==> config.mk <==
export PLATFORM = sky130hd
export DESIGN_NAME = pfc_top
export DESIGN_NICKNAME = d
export VERILOG_FILES = /design/src/pfc_pkg.sv /design/src/pfc_limit_cmp.sv /design/src/pfc_char_tx.sv /design/src/pfc_top.sv
export VERILOG_INCLUDE_DIRS = /design/src /design/src/src
export SDC_FILE = /design/constraint.sdc
export NUM_CORES = 2
export LEC_CHECK = 0
export BUFFER_PORTS_ARGS = -buffer_cell sky130_fd_sc_hd__buf_2
export CAP_MARGIN = 20
export CELL_PAD_IN_SITES_DETAIL_PLACEMENT = 1
export CELL_PAD_IN_SITES_GLOBAL_PLACEMENT = 2
export CORE_MARGIN = 2
export CORE_UTILIZATION = 27
export DETAILED_ROUTE_END_ITERATION = 6
export PLACE_DENSITY_LB_ADDON = 0.08
export SETUP_SLACK_MARGIN = 0.05
export SYNTH_ARGS = -nofsm -noshare
export SYNTH_HDL_FRONTEND = slang
export SYNTH_SLANG_ARGS = --single-unit
export TNS_END_PERCENT = 30
==> constraint.sdc <==
create_clock -name clk -period 143.9 [get_ports clk]
set_input_delay 14.39 -clock clk [delete_from_list [all_inputs] [get_ports clk]]
set_output_delay 14.39 -clock clk [all_outputs]
set_load 0.03 [all_outputs]
==> src/pfc_map.svh <==
`ifndef PFC_MAP_SVH
`define PFC_MAP_SVH

// Measured values: signed, one LSB is 0.001 unit
`define PFC_VAL_W 32
`define PFC_ZERO 32'h0000_0000

// Step increments 0.001, 0.01, 0.1, 10, 10.0, 100.0
`define PFC_STEP0 32'h0000_0001
`define PFC_STEP1 32'h0000_000A
`define PFC_STEP2 32'h0000_0064
`define PFC_STEP3 32'h0000_2710
`define PFC_STEP4 32'h0000_2710
`define PFC_STEP5 32'h0001_86A0
`define PFC_STEP_MAX_IDX 3'h5
`define PFC_STEP_RST_IDX 3'h2

// Bandwidth in 0.001 percent
`define PFC_BW_MAX 32'h0000_C350
`define PFC_BW_FULL 64'h0000_0000_0001_86A0

// Limit characters on the serial line
`define PFC_CHAR_HIGH 8'h24
`define PFC_CHAR_LOW 8'h22

// Serial timing
`define PFC_CLK_HZ 32'h0EE6_B280
`define PFC_BAUD 32'h0000_2580
`define PFC_BIT_LAST 3'h7

// Reset values
`define PFC_RST_OFF 1'b0
`define PFC_RST_LINE 1'b1

`endif

==> src/pfc_pkg.sv <==
package pfc_pkg;

  typedef enum logic [2:0] {
    PFC_PAGE_HOME,
    PFC_PAGE_PF,
    PFC_PAGE_VALUE,
    PFC_PAGE_LOAD,
    PFC_PAGE_COMM
  } pfc_page_t;

  typedef enum logic {
    PFC_RANGE,
    PFC_NOMINAL
  } pfc_method_t;

  typedef enum logic [1:0] {
    PFC_TX_IDLE,
    PFC_TX_START,
    PFC_TX_DATA,
    PFC_TX_STOP
  } pfc_tx_state_t;

endpackage

==> src/pfc_limit_cmp.sv <==
`timescale 1ns/10ps
`include "pfc_map.svh"

module pfc_limit_cmp
  import pfc_pkg::*;
#(
  parameter int W = `PFC_VAL_W
) (
  input wire logic signed [W-1:0] value,
  input wire logic signed [W-1:0] lo_lim,
  input wire logic signed [W-1:0] hi_lim,
  output logic below,
  output logic above
);

  // Strict signed compares; equality counts as inside
  always_comb begin
    below = value < lo_lim;
    above = value > hi_lim;
  end

endmodule // pfc_limit_cmp

==> src/pfc_char_tx.sv <==
`timescale 1ns/10ps
`include "pfc_map.svh"

module pfc_char_tx
  import pfc_pkg::*;
#(
  parameter int BAUD_DIV = `PFC_CLK_HZ / `PFC_BAUD
) (
  input wire logic clk,
  input wire logic rstn,
  input wire logic char_valid,
  input wire logic [7:0] char_data,
  output logic char_ready,
  output logic txd
);

  pfc_tx_state_t state_reg;
  logic [31:0] baud_cnt_reg;
  logic [2:0] bit_idx_reg;
  logic [7:0] shift_reg;
  logic baud_tick;

  assign baud_tick = baud_cnt_reg == 32'(BAUD_DIV - 1);
  assign char_ready = state_reg == PFC_TX_IDLE;

  // Bit timer
  always_ff @(posedge clk) begin
    if (!rstn || state_reg == PFC_TX_IDLE || baud_tick) begin
      baud_cnt_reg <= `PFC_ZERO;
    end else begin
      baud_cnt_reg <= baud_cnt_reg + 32'h0000_0001;
    end
  end

  // Frame sequencer: start, eight data bits LSB first, stop
  always_ff @(posedge clk) begin
    if (!rstn) begin
      state_reg <= PFC_TX_IDLE;
      bit_idx_reg <= 3'h0;
      shift_reg <= 8'h00;
      txd <= `PFC_RST_LINE;
    end else begin
      case (state_reg)
        PFC_TX_IDLE: begin
          txd <= `PFC_RST_LINE;
          if (char_valid) begin
            shift_reg <= char_data;
            state_reg <= PFC_TX_START;
            txd <= 1'b0;
          end
        end
        PFC_TX_START: begin
          if (baud_tick) begin
            state_reg <= PFC_TX_DATA;
            bit_idx_reg <= 3'h0;
            txd <= shift_reg[0];
          end
        end
        PFC_TX_DATA: begin
          if (baud_tick) begin
            if (bit_idx_reg == `PFC_BIT_LAST) begin
              state_reg <= PFC_TX_STOP;
              txd <= 1'b1;
            end else begin
              bit_idx_reg <= bit_idx_reg + 3'h1;
              txd <= shift_reg[bit_idx_reg + 3'h1];
            end
          end
        end
        PFC_TX_STOP: begin
          if (baud_tick) begin
            state_reg <= PFC_TX_IDLE;
          end
        end
        default: begin
          state_reg <= PFC_TX_IDLE;
          txd <= `PFC_RST_LINE;
        end
      endcase
    end
  end

endmodule // pfc_char_tx

==> src/pfc_top.sv <==
// Functional notes
// RULE1: Range method: pass when low limit <= value <= high limit.
// RULE2: Range method: fail when value above high or below low limit.
// RULE3: Nominal method: limits are nominal plus/minus bandwidth percent of nominal.
// RULE4: Nominal method: pass inside derived limits inclusive, fail outside.
// RULE5: Derived limits recompute whenever nominal or bandwidth changes.
// RULE6: Bandwidth never exceeds fifty percent.
// RULE7: Pass/fail enable resets off and can be toggled.
// RULE8: Method selects exactly one of range or nominal.
// RULE9: Six step sizes; right key larger, left key smaller; the code has 10.0 as both the fourth and fifth step.
// RULE10: Up/down changes the edited value by exactly one step.
// RULE11: Soft key toggles edited value; nominal editing starts on nominal.
// RULE12: Low-load tag set below low setpoint, cleared once above it.
// RULE13: High-load tag set above high setpoint, cleared once below it.
// RULE14: Buzzer enabled: alarm sounds at a load limit, icon shows.
// RULE15: Soft key switches the buzzer setting.
// RULE16: Limit transmit resets off; right key enables, left disables.
// RULE17: Transmit on and high limit: dollar characters repeat on serial line.
// RULE18: Transmit on and low limit: distinct low character repeats on serial line.
// RULE19: Verdict only for peak-mode or saved results.
// RULE20: No verdict for normal-mode results.
// RULE21: All compares signed, same fixed-point scale as measured value.
`timescale 1ns/10ps
`include "pfc_map.svh"

module pfc_top
  import pfc_pkg::*;
#(
  parameter int BAUD_DIV = `PFC_CLK_HZ / `PFC_BAUD
) (
  input wire logic clk,
  input wire logic rstn,
  input wire logic signed [31:0] meas_value,
  input wire logic meas_valid,
  input wire logic tension_peak_mode,
  input wire logic compression_peak_mode,
  input wire logic result_saved,
  input wire pfc_page_t setup_page,
  input wire logic key_up,
  input wire logic key_down,
  input wire logic key_left,
  input wire logic key_right,
  input wire logic soft_key_one,
  input wire logic soft_key_two,
  output logic pf_pass,
  output logic pf_fail,
  output logic signed [31:0] shown_high_limit,
  output logic signed [31:0] shown_low_limit,
  output logic low_load_alarm_tag,
  output logic high_load_alarm_tag,
  output logic buzzer_sound,
  output logic buzzer_icon,
  output logic txd
);

  logic pf_en_reg, xmit_en_reg, field_reg, load_field_reg;
  pfc_method_t method_reg;
  logic [2:0] step_idx_reg;
  pfc_page_t page_reg;
  logic signed [31:0] range_high_reg, range_low_reg, nom_reg, bw_reg;
  logic signed [31:0] load_high_reg, load_low_reg, step_val, adj_next, bw_next;
  logic [31:0] nom_abs;
  logic [63:0] nom_prod;
  logic signed [31:0] nom_delta, der_high_calc, der_low_calc, act_high, act_low;
  logic pf_below, pf_above, ld_below, ld_above, eval_now, normal_now;
  logic value_page, load_page, tx_valid, tx_ready;
  logic [7:0] tx_char;

  assign value_page = setup_page == PFC_PAGE_VALUE;
  assign load_page = setup_page == PFC_PAGE_LOAD;

  // Step size lookup
  always_comb begin
    case (step_idx_reg)
      3'h0: step_val = `PFC_STEP0;
      3'h1: step_val = `PFC_STEP1;
      3'h2: step_val = `PFC_STEP2;
      3'h3: step_val = `PFC_STEP3;
      3'h4: step_val = `PFC_STEP4;
      3'h5: step_val = `PFC_STEP5;
      default: step_val = `PFC_STEP0;
    endcase
  end

  // Step selection on value and load pages
  always_ff @(posedge clk) begin
    if (!rstn) begin
      step_idx_reg <= `PFC_STEP_RST_IDX;
    end else if (value_page || load_page) begin
      if (key_right && step_idx_reg != `PFC_STEP_MAX_IDX) begin
        step_idx_reg <= step_idx_reg + 3'h1; // [RULE9]
      end else if (key_left && step_idx_reg != 3'h0) begin
        step_idx_reg <= step_idx_reg - 3'h1; // [RULE9]
      end
    end
  end

  // Enable and method
  always_ff @(posedge clk) begin
    if (!rstn) begin
      pf_en_reg <= `PFC_RST_OFF;
      method_reg <= PFC_RANGE;
    end else if (setup_page == PFC_PAGE_PF) begin
      if (soft_key_one) begin
        pf_en_reg <= !pf_en_reg; // [RULE7]
      end
      if (key_up) begin
        method_reg <= PFC_RANGE; // [RULE8]
      end else if (key_down) begin
        method_reg <= PFC_NOMINAL; // [RULE8]
      end
    end
  end

  // Edited fields; value field returns to high or nominal on entering its page, load field does not
  always_ff @(posedge clk) begin
    if (!rstn) begin
      page_reg <= PFC_PAGE_HOME;
      field_reg <= 1'b0;
      load_field_reg <= 1'b0;
    end else begin
      page_reg <= setup_page;
      if (value_page && page_reg != PFC_PAGE_VALUE) begin
        field_reg <= 1'b0; // [RULE11]
      end else if (value_page && soft_key_one) begin
        field_reg <= !field_reg; // [RULE11]
      end
      if (load_page && soft_key_one) begin
        load_field_reg <= !load_field_reg;
      end
    end
  end

  // Value of the edited field after one key press
  always_comb begin
    case ({load_page, field_reg, method_reg == PFC_NOMINAL})
      3'b000: adj_next = range_high_reg;
      3'b010: adj_next = range_low_reg;
      3'b001: adj_next = nom_reg;
      3'b011: adj_next = bw_reg;
      default: adj_next = load_field_reg ? load_low_reg : load_high_reg;
    endcase
    if (key_up) begin
      adj_next = adj_next + step_val; // [RULE10]
    end else if (key_down) begin
      adj_next = adj_next - step_val; // [RULE10]
    end
    bw_next = adj_next;
    if (adj_next > signed'(`PFC_BW_MAX)) begin
      bw_next = `PFC_BW_MAX; // [RULE6]
    end else if (adj_next < signed'(`PFC_ZERO)) begin
      bw_next = `PFC_ZERO;
    end
  end

  // Setpoint storage
  always_ff @(posedge clk) begin
    if (!rstn) begin
      range_high_reg <= `PFC_ZERO;
      range_low_reg <= `PFC_ZERO;
      nom_reg <= `PFC_ZERO;
      bw_reg <= `PFC_ZERO;
      load_high_reg <= `PFC_ZERO;
      load_low_reg <= `PFC_ZERO;
    end else if (key_up || key_down) begin
      if (value_page && method_reg == PFC_RANGE) begin
        if (field_reg) begin
          range_low_reg <= adj_next; // [RULE10]
        end else begin
          range_high_reg <= adj_next; // [RULE10]
        end
      end else if (value_page) begin
        if (field_reg) begin
          bw_reg <= bw_next; // [RULE6]
        end else begin
          nom_reg <= adj_next;
        end
      end else if (load_page) begin
        if (load_field_reg) begin
          load_low_reg <= adj_next;
        end else begin
          load_high_reg <= adj_next;
        end
      end
    end
  end

  // Derived limits, recomputed every cycle from the stored values
  always_comb begin
    nom_abs = nom_reg < signed'(`PFC_ZERO) ? 32'(-nom_reg) : 32'(nom_reg); // [RULE21]
    nom_prod = (64'(nom_abs) * 64'(bw_reg)) / `PFC_BW_FULL;
    nom_delta = signed'(nom_prod[31:0]);
    der_high_calc = nom_reg + nom_delta; // [RULE3]
    der_low_calc = nom_reg - nom_delta; // [RULE3]
    act_high = method_reg == PFC_NOMINAL ? der_high_calc : range_high_reg;
    act_low = method_reg == PFC_NOMINAL ? der_low_calc : range_low_reg;
  end

  always_ff @(posedge clk) begin
    if (!rstn) begin
      shown_high_limit <= `PFC_ZERO;
      shown_low_limit <= `PFC_ZERO;
    end else begin
      shown_high_limit <= act_high; // [RULE5]
      shown_low_limit <= act_low; // [RULE5]
    end
  end

  pfc_limit_cmp #(.W(`PFC_VAL_W)) u_pf_cmp (
    .value(meas_value),
    .lo_lim(act_low),
    .hi_lim(act_high),
    .below(pf_below),
    .above(pf_above)
  ); // [RULE21]

  pfc_limit_cmp #(.W(`PFC_VAL_W)) u_load_cmp (
    .value(meas_value),
    .lo_lim(load_low_reg),
    .hi_lim(load_high_reg),
    .below(ld_below),
    .above(ld_above)
  ); // [RULE21]

  assign eval_now = meas_valid && pf_en_reg &&
                    (tension_peak_mode || compression_peak_mode || result_saved);
  assign normal_now = meas_valid && !tension_peak_mode && !compression_peak_mode &&
                      !result_saved;

  // Verdict
  always_ff @(posedge clk) begin
    if (!rstn || !pf_en_reg || normal_now) begin
      pf_pass <= 1'b0; // [RULE20]
      pf_fail <= 1'b0; // [RULE20]
    end else if (eval_now) begin
      pf_pass <= !pf_below && !pf_above; // [RULE1] [RULE4] [RULE19]
      pf_fail <= pf_below || pf_above; // [RULE2] [RULE4] [RULE19]
    end
  end

  // Load tags with hold on equality
  always_ff @(posedge clk) begin
    if (!rstn) begin
      low_load_alarm_tag <= 1'b0;
      high_load_alarm_tag <= 1'b0;
    end else if (meas_valid) begin
      if (ld_below) begin
        low_load_alarm_tag <= 1'b1; // [RULE12]
      end else if (meas_value > load_low_reg) begin
        low_load_alarm_tag <= 1'b0; // [RULE12]
      end
      if (ld_above) begin
        high_load_alarm_tag <= 1'b1; // [RULE13]
      end else if (meas_value < load_high_reg) begin
        high_load_alarm_tag <= 1'b0; // [RULE13]
      end
    end
  end

  // Buzzer and transmit settings
  always_ff @(posedge clk) begin
    if (!rstn) begin
      buzzer_icon <= `PFC_RST_OFF;
      xmit_en_reg <= `PFC_RST_OFF;
    end else begin
      if (soft_key_two) begin
        buzzer_icon <= !buzzer_icon; // [RULE15] [RULE14]
      end
      if (setup_page == PFC_PAGE_COMM && key_right) begin
        xmit_en_reg <= 1'b1; // [RULE16]
      end else if (setup_page == PFC_PAGE_COMM && key_left) begin
        xmit_en_reg <= 1'b0; // [RULE16]
      end
    end
  end

  always_ff @(posedge clk) begin
    if (!rstn) begin
      buzzer_sound <= 1'b0;
    end else begin
      buzzer_sound <= buzzer_icon && (low_load_alarm_tag || high_load_alarm_tag); // [RULE14]
    end
  end

  // Limit characters repeat while a tag stands; high wins
  assign tx_valid = xmit_en_reg && (high_load_alarm_tag || low_load_alarm_tag);
  assign tx_char = high_load_alarm_tag ? `PFC_CHAR_HIGH : `PFC_CHAR_LOW; // [RULE17] [RULE18]

  pfc_char_tx #(.BAUD_DIV(BAUD_DIV)) u_tx (
    .clk(clk),
    .rstn(rstn),
    .char_valid(tx_valid),
    .char_data(tx_char),
    .char_ready(tx_ready),
    .txd(txd)
  );
endmodule // pfc_top

==> run_results.csv <==
group,metric,value,unit
worst_setup_path,rr_worst_depth,245,
sta,tns,0,ns
sta,final_max_slew_viol_count,0,
sta,layout_worst_path_cycle_share,0.5600,
final_layout,nNetsFinal,12205,
worst_setup_path,r2r_start,"nom_reg[2]",
routing,initialDrtViolationCount,4555,
worst_hold_path,hold_start,"u_tx.shift_reg[1]",
worst_setup_path,path_buf_inv,20,
routing,wl_per_cell,24.79,um
synth,yosys_warnings,0,
routing,ant_nets,0,
placement,gp_congestion,0.8520,
final_layout,seq_area,6277,um2
worst_setup_path,worstPathArrival,81.10,ns
final_layout,fin_cells,15130,
placement,io_buffer_count,117,
synth,synth_nets,12426,
worst_setup_path,critPathLaunch,"nom_reg[2]",
sta,rsz0062_at_grt,"false",
worst_setup_path,slowest_delay,0.99,ns
cts,postCtsSetupBuffers,0,
placement,dp.cells,15041,
worst_hold_path,whs_endpoint,"u_tx.shift_reg[1]",
grt,grt_pass1_vias,85280,
sta,tightest_slew,1.169,ns
synth,ys_ff_latch,313,
pwr,p_per_area,2.610,nW/um2
synth,synthArstFlopShare,0,
sta,hold_violations,0,
floorplanning,core-area,324500,um2
synth,synth-seq-area-share,0.07113,
final_layout,drive_above_1_share,0.1260,
cts,clockRootBuffer,"clkbuf_16",
floorplanning,die_w,575.2,um
grt,track_usage,0.2234,
worst_setup_path,cp_top_family,"compound AO/OA/AOI/OAI gates",
synth,avgSynthCellArea,8.019,um2
final_layout,fillCellCount,38442,
synth,synthCells,10985,
pwr,p_leak,0.03924,uW
cts,htreeDepth,2,
sta,setup-violations-final,0,
sta,timing.fmax,12.41,MHz
run_status,status,"complete, but fails checks",
floorplanning,dieHeight,575.2,um
routing,vias,80366,
routing,drc,1,
placement,dp_hpwl,303400,um
worst_setup_path,ff2ff_setup_slack,63.32,ns
run,maxCapViolCount,0,
floorplanning,ios,118,
grt,antenna_found_initial,42,
cts,cts.sinks,313,
routing,wl,375100,um
worst_setup_path,cp.required,144.41,ns
worst_setup_path,rr_endpoint,"pf_fail",
final_layout,syn_to_final_growth,6.819,%
routing,vias_per_cell,5.312,
run_status,violations,"design-rule violations",
cts,cts_buffers,42,
synth,syn-cell-area,88090,um2
floorplanning,dieArea,330800,um2
worst_setup_path,start_kind,"register",
synth,synth_edf_count,0,
sta,slew_headroom,0.2207,
worst_setup_path,cp_max_fo,31,
worst_setup_path,endpoint_kind,"register",
cts,clk_pin_slew,0.07,ns
grt,overflow,0,
cts,clkLatencyLatePin,0.63,ns
synth,synth-main-ff-cell,"dfxtp_1",
worst_hold_path,hold_path_depth,2,
cts,cts_resized,0,
worst_hold_path,hold_path.class,"reg2reg",
worst_setup_path,cp_common_cell,"a21oi_1",
sta,finalCriticalPeriod,80.58,ns
worst_setup_path,crit_type,"reg2reg",
pwr,vdd_ir_drop_max,6.650,uV
sta,clock_skew,0.02638,ns
cts,hold_buffers,0,
synth,yosysUniqueCellTypes,218,
final_layout,multi_input_area,74340,um2
floorplanning,rows,209,
worst_setup_path,cp_slowest_cell,"nor4_2",
grt,grt_max_degree,72,
routing,firstDrtPassIters,7,
cts,cts_buffer_depth,3,
floorplanning,start_util,0.2714,
cts,cts_tree,"done",
grt,grt_pass1_wl,570300,um
==> worst register-to-register path, delay by kind of cell (launching register included) <==
family | cells | cell delay (ns)
AO/OA/AOI/OAI | 132 | 42.30
buffers and inverters | 20 | 3.97
XOR/XNOR | 11 | 4.06
multiplexers | 8 | 3.11
AND/OR/NAND/NOR | 62 | 21.16
adder cells (fa/ha/maj) | 12 | 5.57
flip-flops | 1 | 0.43
==> report_power, final <==
| part | internal [uW] | switching [uW] |
|---|---|---|
| clock | 66.6 | 50.2 |
| sequential | 87.8 | 1.37 |
| combinational | 12.6 | 26.9 |
==> layout by cell type (no fill, tap or decap), types with 57 or more instances in the layout <==
master and instances:
a211oi_1 97, a21o_1 98, a21oi_1 680, a31oi_1 73, and2_1 583, and3_1 64, buf_2 117, buf_4 192
dfxtp_1 306, fa_1 871, ha_1 523, inv_1 1126, mux2i_1 140, nand2_1 1245, nand2b_1 67, nand3_1 204
nand4_1 107, nor2_1 913, nor2b_1 66, nor3_1 198, nor4_1 65, o211ai_1 87, o21a_1 57, o21ai_0 309
o21ai_1 97, o31ai_1 57, xnor2_1 334, xnor2_2 63, xor2_1 158
==> how the worst max path moves through the flow <==
| stage | to | slack, ns | depth (start not counted) |
|---|---|---|---|
| 6_report | pf_fail | 63.32 | 245 |
| 5_1_grt | pf_fail | 57.01 | 245 |
| 4_1_cts | pf_fail | 63.22 | 245 |
| 3_5_place_dp | pf_fail | 63.56 | 245 |
| 3_3_place_gp | pf_fail | 64.40 | 242 |
| 2_1_floorplan | pf_fail | 83.63 | 252 |
==> final cells by class <==
cell class | count | area share
repair buffers | 314 | 0.02238
clock buffers | 60 | 0.01342
flip-flops and latches | 313 | 0.06671
inverters | 1162 | 0.04787
well taps | 4325 | 0.05751
diodes | 8 | 0.0002128
multi-input cells | 8931 | 0.7900
clock inverters | 17 | 0.001888
==> per-stage QoR <==
step | hold WS, ns | utilization | setup slack (ns) | instance area, um2 | power [uW]
finish | 0.4479 | 0.2900 | 63.32 | 94100 | 245.6
global route | 0.4766 | 0.2899 | 57.01 | 94090 | 255.8
CTS | 0.4528 | 0.2897 | 63.22 | 94030 | 248.8
detailed placement | 0.4431 | 0.2853 | 63.56 | 92590 | 129.9
global placement | 0.4383 | 0.2851 | 64.40 | 92530 | 129.2
floorplan | 0.4208 | - | 83.63 | 88090 | 114.3
==> metal layers <==
layer | vias up | wire (um) | share of wire | GRT usage
met1 | 41586 | 188100 | 0.50 | 0.3254
met3 | 211 | 10400 | 0.028 | 0.01572
met4 | 0 | 4615 | 0.012 | 0.02803
met5 | - | 0 | 0 | 0
met2 | 1166 | 172000 | 0.46 | 0.3681
li1 | 37403 | - | - | -
==> cell usage after synthesis, types with 200 or more instances <==
master | number | area share
nand2_1 | 1246 | 0.053
inv_1 | 1128 | 0.048
nor2_1 | 915 | 0.039
fa_1 | 871 | 0.20
a21oi_1 | 680 | 0.039
and2_1 | 585 | 0.042
ha_1 | 523 | 0.074
clkbuf_1 | 385 | 0.016
xnor2_1 | 368 | 0.037
dfxtp_1 | 313 | 0.071
o21ai_0 | 310 | 0.018
nand3_1 | 204 | 0.012
nor3_1 | 200 | 0.011
==> cells by family (layout without fill, tap and decap cells) <==
family          after synthesis  after routing  share of synthesized area
buf+inv                    1741           1553                    0.08936
fa+ha+maj                  1420           1420                     0.2753
compound gates             2652           2652                     0.2361
simple gates               4035           4035                     0.2329
mux                         232            232                    0.02964
xor+xnor                    592            592                    0.06555
flops                       313            313                    0.07113
other cells                   0              8                          0
(Power assumes the default switching activity.)
